===== src/shared/ppc_pkg.sv =====
// Summary of operation
// - Port B output bits 3:2 pick one of four extended 16K windows, 00 lowest.
// - Port B bit 4 (processor) and bit 5 (video) pick extended bank when zero.
// - Port B bit 7 zero with kernel ROM on maps self-test ROM at 5000-57FF.
// - Control bits 7 and 6 read the two pending interrupt flags, read only.
// - Control field codes 000-011 make the control line an edge-flagged input.
// - Code 100 drives the control line low from data access (port A read, port B write) until the edge line's flagging edge.
// - Code 101 pulses the control line low one cycle after each port A data read or port B data write.
// - Code 110 drives the control line low, code 111 drives it high.
// - Control bit 2 steers data location: zero direction register, one input/output.
// - Control bit 1 picks the edge line's flagging edge: zero falling, one rising.
// - Control bit 0 enables the interrupt request from the edge line flag.
// - Reset clears each port's direction and output registers to zero.
// - Input/output read returns pin levels, write loads the output register.
package ppc_pkg;

	localparam int ADDR_W = 16;
	localparam int DATA_W = 8;

	localparam logic [15:0] ADDR_FIRST_DATA  = 16'hd300;
	localparam logic [15:0] ADDR_SECOND_DATA = 16'hd301;
	localparam logic [15:0] ADDR_FIRST_CTL   = 16'hd302;
	localparam logic [15:0] ADDR_SECOND_CTL  = 16'hd303;
	localparam logic [15:0] ADDR_IRQ_STATUS  = 16'hd304;
	localparam logic [15:0] ADDR_IRQ_CLEAR   = 16'hd305;
	localparam logic [15:0] ADDR_IRQ_ENABLE  = 16'hd306;

	localparam logic [7:0] RST_DDR     = 8'h00;
	localparam logic [7:0] RST_OUT     = 8'h00;
	localparam logic [5:0] RST_CTL     = 6'h00;
	localparam logic [3:0] RST_IRQ_EN  = 4'h0;
	localparam logic [7:0] READ_UNMAPPED = 8'h00;

	localparam int CTL_EDGE_EN    = 0;
	localparam int CTL_EDGE_RISE  = 1;
	localparam int CTL_IO_SEL     = 2;
	localparam int CTL_LINE_EN    = 3;
	localparam int CTL_LINE_RISE  = 4;
	localparam int CTL_LINE_OUT   = 5;
	localparam int CTL_EDGE_FLAG  = 7;
	localparam int CTL_LINE_FLAG  = 6;

	localparam logic [2:0] MODE_HANDSHAKE = 3'h4;
	localparam logic [2:0] MODE_PULSE     = 3'h5;
	localparam logic [2:0] MODE_LOW       = 3'h6;
	localparam logic [2:0] MODE_HIGH      = 3'h7;

	localparam int BANK_LO      = 2;
	localparam int BANK_HI      = 3;
	localparam int CPU_PRIMARY  = 4;
	localparam int VID_PRIMARY  = 5;
	localparam int SELFTEST_OFF = 7;
	localparam int KERNEL_ON    = 0;

	localparam int IRQ_FIRST_EDGE  = 0;
	localparam int IRQ_FIRST_LINE  = 1;
	localparam int IRQ_SECOND_EDGE = 2;
	localparam int IRQ_SECOND_LINE = 3;

	typedef enum logic [1:0] {
		LN_IDLE  = 2'h0,
		LN_PULSE = 2'h1,
		LN_HOLD  = 2'h2
	} ppc_line_st_t;

endpackage


===== src/rtl/ppc_top.sv =====
// The implementer's own choice: the strobed register port.
`timescale 1ns/100ps
module ppc_top (
	input  wire logic        clk,
	input  wire logic        reset,
	input  wire logic [15:0] addr,
	input  wire logic [7:0]  wdata,
	input  wire logic        wr,
	input  wire logic        rd,
	output logic      [7:0]  rdata,
	input  wire logic [7:0]  first_port_data_in,
	output logic      [7:0]  first_port_data_out,
	output logic      [7:0]  first_port_data_oe,
	input  wire logic [7:0]  second_port_data_in,
	output logic      [7:0]  second_port_data_out,
	output logic      [7:0]  second_port_data_oe,
	input  wire logic        first_port_edge_line,
	input  wire logic        second_port_edge_line,
	input  wire logic        first_port_control_line_in,
	output logic             first_port_control_line_out,
	output logic             first_port_control_line_oe,
	input  wire logic        second_port_control_line_in,
	output logic             second_port_control_line_out,
	output logic             second_port_control_line_oe,
	output logic      [1:0]  ext_bank_sel,
	output logic             cpu_ext_access,
	output logic             video_ext_access,
	output logic             selftest_map,
	output logic             irq
);

	typedef struct packed {
		logic [7:0] ddr_a;
		logic [7:0] out_a;
		logic [7:0] ddr_b;
		logic [7:0] out_b;
		logic [5:0] ctl_a;
		logic [5:0] ctl_b;
		logic [3:0] irq_en;
		logic [7:0] rdata;
		logic [4:0] mem;
	} ppc_regs_t;

	ppc_regs_t r_q;
	ppc_regs_t r_d;

	logic [7:0] pins_a;
	logic [7:0] pins_b;
	logic [1:0] edge_s;
	logic [1:0] line_s;
	logic [3:0] flags;
	logic [3:0] src_en;
	logic [3:0] clr;
	logic [7:0] eff_b;
	logic       acc_a;
	logic       acc_b;
	logic       rd_io_a;
	logic       rd_io_b;
	logic       clr_wr;

	ppc_sync #(.W(8)) u_sync_a (
		.clk   (clk),
		.reset (reset),
		.din   (first_port_data_in),
		.dout  (pins_a)
	);

	ppc_sync #(.W(8)) u_sync_b (
		.clk   (clk),
		.reset (reset),
		.din   (second_port_data_in),
		.dout  (pins_b)
	);

	ppc_sync #(.W(4)) u_sync_ctl (
		.clk   (clk),
		.reset (reset),
		.din   ({second_port_control_line_in, first_port_control_line_in,
			second_port_edge_line, first_port_edge_line}),
		.dout  ({line_s, edge_s})
	);

	assign rd_io_a = rd && addr == ppc_pkg::ADDR_FIRST_DATA && r_q.ctl_a[ppc_pkg::CTL_IO_SEL];
	assign rd_io_b = rd && addr == ppc_pkg::ADDR_SECOND_DATA && r_q.ctl_b[ppc_pkg::CTL_IO_SEL];
	assign acc_a   = rd_io_a;
	assign acc_b   = wr && addr == ppc_pkg::ADDR_SECOND_DATA && r_q.ctl_b[ppc_pkg::CTL_IO_SEL];
	assign clr_wr  = wr && addr == ppc_pkg::ADDR_IRQ_CLEAR;

	// Reading a port's input register clears both of its flags.
	always_comb begin
		clr = clr_wr ? wdata[3:0] : 4'h0;
		if (rd_io_a) begin
			clr[ppc_pkg::IRQ_FIRST_EDGE] = 1'b1;
			clr[ppc_pkg::IRQ_FIRST_LINE] = 1'b1;
		end
		if (rd_io_b) begin
			clr[ppc_pkg::IRQ_SECOND_EDGE] = 1'b1;
			clr[ppc_pkg::IRQ_SECOND_LINE] = 1'b1;
		end
	end

	ppc_ctl_line u_line_a (
		.clk        (clk),
		.reset      (reset),
		.ctl        (r_q.ctl_a),
		.edge_line  (edge_s[0]),
		.line_in    (line_s[0]),
		.access     (acc_a),
		.clear_edge (clr[ppc_pkg::IRQ_FIRST_EDGE]),
		.clear_line (clr[ppc_pkg::IRQ_FIRST_LINE]),
		.edge_flag  (flags[ppc_pkg::IRQ_FIRST_EDGE]),
		.line_flag  (flags[ppc_pkg::IRQ_FIRST_LINE]),
		.line_out   (first_port_control_line_out),
		.line_oe    (first_port_control_line_oe)
	);

	ppc_ctl_line u_line_b (
		.clk        (clk),
		.reset      (reset),
		.ctl        (r_q.ctl_b),
		.edge_line  (edge_s[1]),
		.line_in    (line_s[1]),
		.access     (acc_b),
		.clear_edge (clr[ppc_pkg::IRQ_SECOND_EDGE]),
		.clear_line (clr[ppc_pkg::IRQ_SECOND_LINE]),
		.edge_flag  (flags[ppc_pkg::IRQ_SECOND_EDGE]),
		.line_flag  (flags[ppc_pkg::IRQ_SECOND_LINE]),
		.line_out   (second_port_control_line_out),
		.line_oe    (second_port_control_line_oe)
	);

	// Undriven port B bits read as pulled high, as the memory selects see them.
	assign eff_b = (r_q.out_b & r_q.ddr_b) | ~r_q.ddr_b;

	always_comb begin
		r_d       = r_q;
		r_d.rdata = ppc_pkg::READ_UNMAPPED;
		if (wr) begin
			if (addr == ppc_pkg::ADDR_FIRST_DATA) begin
				if (r_q.ctl_a[ppc_pkg::CTL_IO_SEL]) begin
					r_d.out_a = wdata;
				end else begin
					r_d.ddr_a = wdata;
				end
			end else if (addr == ppc_pkg::ADDR_SECOND_DATA) begin
				if (r_q.ctl_b[ppc_pkg::CTL_IO_SEL]) begin
					r_d.out_b = wdata;
				end else begin
					r_d.ddr_b = wdata;
				end
			end else if (addr == ppc_pkg::ADDR_FIRST_CTL) begin
				r_d.ctl_a = wdata[5:0];
			end else if (addr == ppc_pkg::ADDR_SECOND_CTL) begin
				r_d.ctl_b = wdata[5:0];
			end else if (addr == ppc_pkg::ADDR_IRQ_ENABLE) begin
				r_d.irq_en = wdata[3:0];
			end
		end
		if (rd) begin
			if (addr == ppc_pkg::ADDR_FIRST_DATA) begin
				r_d.rdata = r_q.ctl_a[ppc_pkg::CTL_IO_SEL] ? pins_a : r_q.ddr_a;
			end else if (addr == ppc_pkg::ADDR_SECOND_DATA) begin
				r_d.rdata = r_q.ctl_b[ppc_pkg::CTL_IO_SEL] ? pins_b : r_q.ddr_b;
			end else if (addr == ppc_pkg::ADDR_FIRST_CTL) begin
				r_d.rdata = {flags[ppc_pkg::IRQ_FIRST_EDGE], flags[ppc_pkg::IRQ_FIRST_LINE],
					r_q.ctl_a};
			end else if (addr == ppc_pkg::ADDR_SECOND_CTL) begin
				r_d.rdata = {flags[ppc_pkg::IRQ_SECOND_EDGE], flags[ppc_pkg::IRQ_SECOND_LINE],
					r_q.ctl_b};
			end else if (addr == ppc_pkg::ADDR_IRQ_STATUS) begin
				r_d.rdata = {4'h0, flags};
			end else if (addr == ppc_pkg::ADDR_IRQ_ENABLE) begin
				r_d.rdata = {4'h0, r_q.irq_en};
			end
		end
		r_d.mem[1:0] = eff_b[ppc_pkg::BANK_HI:ppc_pkg::BANK_LO];
		r_d.mem[2]   = ~eff_b[ppc_pkg::CPU_PRIMARY];
		r_d.mem[3]   = ~eff_b[ppc_pkg::VID_PRIMARY];
		r_d.mem[4]   = ~eff_b[ppc_pkg::SELFTEST_OFF] & eff_b[ppc_pkg::KERNEL_ON];
	end

	always_ff @(posedge clk or posedge reset) begin
		if (reset) begin
			r_q <= '{ppc_pkg::RST_DDR, ppc_pkg::RST_OUT, ppc_pkg::RST_DDR,
				ppc_pkg::RST_OUT, ppc_pkg::RST_CTL, ppc_pkg::RST_CTL,
				ppc_pkg::RST_IRQ_EN, 8'h00, 5'h00};
		end else begin
			r_q <= r_d;
		end
	end

	// Each flag reaches the request only with its own control enable and its mask bit.
	always_comb begin
		src_en = 4'h0;
		src_en[ppc_pkg::IRQ_FIRST_EDGE]  = r_q.ctl_a[ppc_pkg::CTL_EDGE_EN];
		src_en[ppc_pkg::IRQ_SECOND_EDGE] = r_q.ctl_b[ppc_pkg::CTL_EDGE_EN];
		src_en[ppc_pkg::IRQ_FIRST_LINE]  = ~r_q.ctl_a[ppc_pkg::CTL_LINE_OUT]
			& r_q.ctl_a[ppc_pkg::CTL_LINE_EN];
		src_en[ppc_pkg::IRQ_SECOND_LINE] = ~r_q.ctl_b[ppc_pkg::CTL_LINE_OUT]
			& r_q.ctl_b[ppc_pkg::CTL_LINE_EN];
	end

	assign irq = |(flags & src_en & r_q.irq_en);

	assign rdata                = r_q.rdata;
	assign first_port_data_out  = r_q.out_a;
	assign first_port_data_oe   = r_q.ddr_a;
	assign second_port_data_out = r_q.out_b;
	assign second_port_data_oe  = r_q.ddr_b;
	assign ext_bank_sel         = r_q.mem[1:0];
	assign cpu_ext_access       = r_q.mem[2];
	assign video_ext_access     = r_q.mem[3];
	assign selftest_map         = r_q.mem[4];

endmodule


===== src/rtl/ppc_sync.sv =====
`timescale 1ns/100ps
module ppc_sync #(
	parameter int W = 1
) (
	input  wire logic         clk,
	input  wire logic         reset,
	input  wire logic [W-1:0] din,
	output logic      [W-1:0] dout
);

	typedef struct packed {
		logic [W-1:0] s1;
		logic [W-1:0] s2;
		logic [W-1:0] s3;
		logic [W-1:0] val;
	} ppc_sync_st_t;

	ppc_sync_st_t st_q;
	ppc_sync_st_t st_d;

	// A bit changes only once the second and third stages agree.
	always_comb begin
		st_d    = st_q;
		st_d.s1 = din;
		st_d.s2 = st_q.s1;
		st_d.s3 = st_q.s2;
		for (int i = 0; i < W; i++) begin
			if (st_q.s2[i] == st_q.s3[i]) begin
				st_d.val[i] = st_q.s3[i];
			end
		end
	end

	always_ff @(posedge clk or posedge reset) begin
		if (reset) begin
			st_q <= '0;
		end else begin
			st_q <= st_d;
		end
	end

	assign dout = st_q.val;

endmodule


===== src/rtl/ppc_ctl_line.sv =====
`timescale 1ns/100ps
module ppc_ctl_line (
	input  wire logic       clk,
	input  wire logic       reset,
	input  wire logic [5:0] ctl,
	input  wire logic       edge_line,
	input  wire logic       line_in,
	input  wire logic       access,
	input  wire logic       clear_edge,
	input  wire logic       clear_line,
	output logic            edge_flag,
	output logic            line_flag,
	output logic            line_out,
	output logic            line_oe
);

	typedef struct packed {
		logic                  edge_prev;
		logic                  line_prev;
		logic                  edge_flag;
		logic                  line_flag;
		ppc_pkg::ppc_line_st_t st;
		logic                  lout;
	} ppc_line_q_t;

	ppc_line_q_t q;
	ppc_line_q_t d;
	logic        edge_hit;
	logic        line_hit;
	logic [2:0]  mode;

	always_comb begin
		d           = q;
		mode        = ctl[ppc_pkg::CTL_LINE_OUT:ppc_pkg::CTL_LINE_EN];
		d.edge_prev = edge_line;
		d.line_prev = line_in;
		edge_hit    = ctl[ppc_pkg::CTL_EDGE_RISE] ? (edge_line & ~q.edge_prev)
			: (~edge_line & q.edge_prev);
		line_hit    = ctl[ppc_pkg::CTL_LINE_RISE] ? (line_in & ~q.line_prev)
			: (~line_in & q.line_prev);
		// Flags clear first so that a same-cycle event still sets them.
		if (clear_edge) begin
			d.edge_flag = 1'b0;
		end
		if (clear_line) begin
			d.line_flag = 1'b0;
		end
		if (edge_hit) begin
			d.edge_flag = 1'b1;
		end
		if (!ctl[ppc_pkg::CTL_LINE_OUT] && line_hit) begin
			d.line_flag = 1'b1;
		end
		case (mode)
			ppc_pkg::MODE_HANDSHAKE: begin
				if (access) begin
					d.st = ppc_pkg::LN_HOLD;
				end else if (q.st == ppc_pkg::LN_HOLD && edge_hit) begin
					d.st = ppc_pkg::LN_IDLE;
				end else if (q.st == ppc_pkg::LN_PULSE) begin
					d.st = ppc_pkg::LN_IDLE;
				end
			end
			ppc_pkg::MODE_PULSE: begin
				d.st = access ? ppc_pkg::LN_PULSE : ppc_pkg::LN_IDLE;
			end
			default: begin
				d.st = ppc_pkg::LN_IDLE;
			end
		endcase
		case (mode)
			ppc_pkg::MODE_LOW:  d.lout = 1'b0;
			ppc_pkg::MODE_HIGH: d.lout = 1'b1;
			ppc_pkg::MODE_HANDSHAKE,
			ppc_pkg::MODE_PULSE: d.lout = (d.st == ppc_pkg::LN_IDLE);
			default:            d.lout = 1'b1;
		endcase
	end

	always_ff @(posedge clk or posedge reset) begin
		if (reset) begin
			q <= '{1'b0, 1'b0, 1'b0, 1'b0, ppc_pkg::LN_IDLE, 1'b1};
		end else begin
			q <= d;
		end
	end

	assign edge_flag = q.edge_flag;
	assign line_flag = q.line_flag;
	assign line_out  = q.lout;
	assign line_oe   = ctl[ppc_pkg::CTL_LINE_OUT];

endmodule


===== config.mk =====
export PLATFORM = sky130hd
export DESIGN_NAME = ppc_top
export DESIGN_NICKNAME = d
export VERILOG_FILES = /design/src/shared/ppc_pkg.sv /design/src/rtl/ppc_top.sv /design/src/rtl/ppc_sync.sv /design/src/rtl/ppc_ctl_line.sv
export SDC_FILE = /design/constraint.sdc
export NUM_CORES = 1
export LEC_CHECK = 0
export BUFFER_PORTS_ARGS = -buffer_cell sky130_fd_sc_hd__buf_2
export CAP_MARGIN = 10
export CORE_MARGIN = 2
export CORE_UTILIZATION = 50
export DETAILED_ROUTE_END_ITERATION = 8
export GPL_TIMING_DRIVEN = 0
export PLACE_DENSITY = 0.72
export SETUP_SLACK_MARGIN = 0.2
export SLEW_MARGIN = 0
export SYNTH_ARGS = -nofsm -noshare
export SYNTH_HDL_FRONTEND = slang
export SYNTH_SLANG_ARGS = --single-unit

===== constraint.sdc =====
create_clock -name clk -period 5.4 [get_ports clk]
set_input_delay 0 -clock clk [delete_from_list [all_inputs] [get_ports clk]]
set_output_delay 0 -clock clk [all_outputs]
set_load 0.1 [all_outputs]

==> metrics.cfg <==
[run_status]
status=finished clean

[place]
place_ws_ns=3.337
place_congestion=0.8775
dp_hpwl_microns=8907
numPortBuffers=97

[worst_setup_path]
cp_num_cells=3
cp_slowest_cell=nor2_2
reg2reg_depth=3
cp_slowest_stage_delay_ns=0.60
arrival_ns=2.37
cp_cell_sequence=or3b_2 -> nor2_2 -> mux2_2
end_kind=register
start_kind=register
criticalPathCategory=reg -> reg
crit_fanout=8
crit_buf_inv=0
critPathRequiredTime_ns=5.71
cp_top_family=simple AND/OR/NAND/NOR gates

[sta]
finalClockSkew_ns=0.006259
slew_headroom_pct=49.12
max_freq_ghz=0.4843
period_share_pct=38.24
worst_slack_ns=3.335
worstMarginPinSlew_ns=0.7624
rsz0062_at_grt=no
hold_viol_final=0
setup_viol=0
tns_ns=0
slew_viol_final=0
final.min_clock_period_ns=2.065

[layout]
layout_common_cells=dfrtp_1 (153), buf_2 (100), mux2_2 (50)
antenna_cells=0
area_growth_pct=26.00
nNetsFinal=628
layout_commonest_cell=dfrtp_1
drive_gt1_share_pct=41.82

[synth]
seq_area_frac_synth_pct=63.01
yosys_warnings=0
syn_inst=433
ys_types=48
ys_ff_latch=155
syn_area_per_cell_sq_um=14.23
synth_area_sq_um=6160
synthesis.nets=481

[route]
detail_route.first_pass.iterations=4
ant_nets=0
drc=0
via_count=3899
wl_per_cell_microns=17.73
drt_iter0_markers=175
post_drt_via_cell_ratio=5.269
wirelength_microns=13120

[clock_tree]
insertion_delay_ns=0.42
cts.path.max_buffers=2
root_buffer=clkbuf_16
cts_buffers=17
clkSlewWorstSetupHoldPaths_ns=0.06
cts_max_level=4
numClockSinks=155
cts_resized=0
cts_tree=built

[worst_hold_path]
hold_class=in -> reg
hold_path_depth=4

[power_and_ir_drop]
netSwitchingPower_mw=0.5542
p_per_area_nw_per_um2=326.8
vdd_drop_max_mv=0.2137
p_clk_share_pct=47.3
combPwrFrac_pct=4.4
p_int_mw=1.982
sw_frac_of_total_pct=21.85
leakage_nw=3.677
seqPwrFrac_pct=48.3
p_total_mw=2.536

[global_route]
grtUsageTotal_pct=21.58
grt_pass1_vias=4080
antenna_found_initial=0
grt_pass1_wl_microns=21230
grt_max_degree=107
grt-ovfl-total=0

[floorplan]
core_area_sq_um=12010
die_y_microns=115.0
die_area_sq_um=13220
io_pins=98
die_x_microns=115.0
initial_core_util_pct=51.28
rows=40

[run]
max-cap-violations=0

==> logic make-up (layout without fill, tap and decap cells) <==
family | after synthesis | after routing | share of synthesized area (%)
multiplexers | 69 | 69 | 12.63
AO/OA/AOI/OAI | 39 | 39 | 4.753
flip-flops | 155 | 155 | 63.01
AND/OR/NAND/NOR | 93 | 93 | 10.26
adder cells (fa/ha/maj) | 20 | 20 | 3.250
buffers and inverters | 57 | 217 | 6.094
==> cells in the mapped netlist (all sizes together) <==
cell	count	share of area, %
or3	2	0.20
nand4	2	0.45
nor2b	4	0.41
mux2	50	9.1
and4	1	0.14
or3b	4	0.57
o2111ai	4	0.57
a31oi	1	0.10
nand3	9	0.73
dfrtp	153	62
nor4	3	0.79
a31o	4	0.57
and4bb	3	0.61
mux4	2	0.73
dfstp	2	0.85
buf	45	5.4
o211ai	1	0.12
nand3b	5	0.61
o221ai	8	1.1
and2	4	0.41
o41ai	1	0.14
a21oi	7	0.57
mux2i	17	2.8
or4b	1	0.16
o21a	1	0.12
o21ai	2	0.16
clkbuf	4	0.24
a211oi	6	0.73
maj3	20	3.3
nor3	6	0.85
o32a	1	0.16
nand4b	2	0.28
o22ai	1	0.10
nor3b	5	0.79
inv	8	0.49
nand4bb	2	0.37
nand2	14	0.85
a21boi	1	0.12
nor2	17	1.1
nand2b	9	0.91
o31a	1	0.14
==> final timing paths <==
check | to | start | slack, ns
hold reg to reg | u_sync_ctl.st_d[4] | u_sync_ctl.st_d[8] | 0.35
min in group asynchronous | second_port_data_out[3] | reset | 0.15
setup reg to reg | first_port_data_out[4] | r_q[25] | 3.34
setup / recovery | first_port_data_out[4] | r_q[25] | 3.34
hold / removal | u_line_a.q[1] | addr[10] | 0.03
max in group asynchronous | u_line_a.line_out | reset | 4.39
==> power groups by stage <==
stage	sequential, mW	combinational, mW	clock, mW
floorplan	1.24	0.0540	0
global placement	1.24	0.0904	0
detailed placement	1.24	0.0971	0
CTS	1.22	0.114	1.22
global route	1.23	0.125	1.27
finish	1.22	0.112	1.20
==> tightest hold or removal path, stage by stage <==
cell and delay, ns:
buf_2 0.09, nor3b_1 0.04, nand4_1 0.16, o41ai_1 0.11
==> metal layers <==
layer / wire (microns) / vias to the layer above / track usage, %
met4: 236 / 0 / 7.791
met1: 6100 / 1974 / 29.66
li1: - / 1810 / -
met3: 525 / 18 / 5.430
met2: 6256 / 97 / 33.69
met5: 0 / - / 0
==> repair_timing <==
item,CTS,global route
buffers inserted,0,0
hold buffers,30,0
hold endpoints to repair,114,0
==> sequential cells by signal, summed over array words and instances, names as in the netlist, 2 cells and up <==
register              cells
u_line_a.q                4
u_sync_ctl.st_q           4
u_sync_b.st_d            16
u_sync_a.st_q             8
u_sync_b.st_q             8
u_sync_ctl.dout           4
second_port_data_out      8
u_line_b.q                4
first_port_data_oe        8
u_sync_a.st_d            16
u_sync_ctl.st_d           8
r_q                      16
u_sync_b.dout             8
u_sync_a.dout             8
ext_bank_sel              2
rdata                     8
second_port_data_oe       8
first_port_data_out       8
==> layout make-up <==
class	instances	area (sq um)
clock inverters	14	170.2
repair buffers	128	813.3
flip-flops and latches	155	3881
inverters	8	35.03
multi-input cells	221	1903
plain buffers	49	345.3
fillers	947	4250
well taps	147	183.9
clock buffers	18	429.2
==> metrics by stage <==
stage,std cells,util [%],hold slack [ns],cell area [sq um]
2_1_floorplan,433,-,0.03143,6160
3_3_place_gp,677,56.85,0.1073,6829
3_5_place_dp,678,57.13,0.06285,6862
4_1_cts,740,64.61,0.02037,7761
6_report,740,64.61,0.03401,7761
5_1_grt,740,64.61,0.06061,7761
No activity file was read; power rests on OpenSTA's default activity.
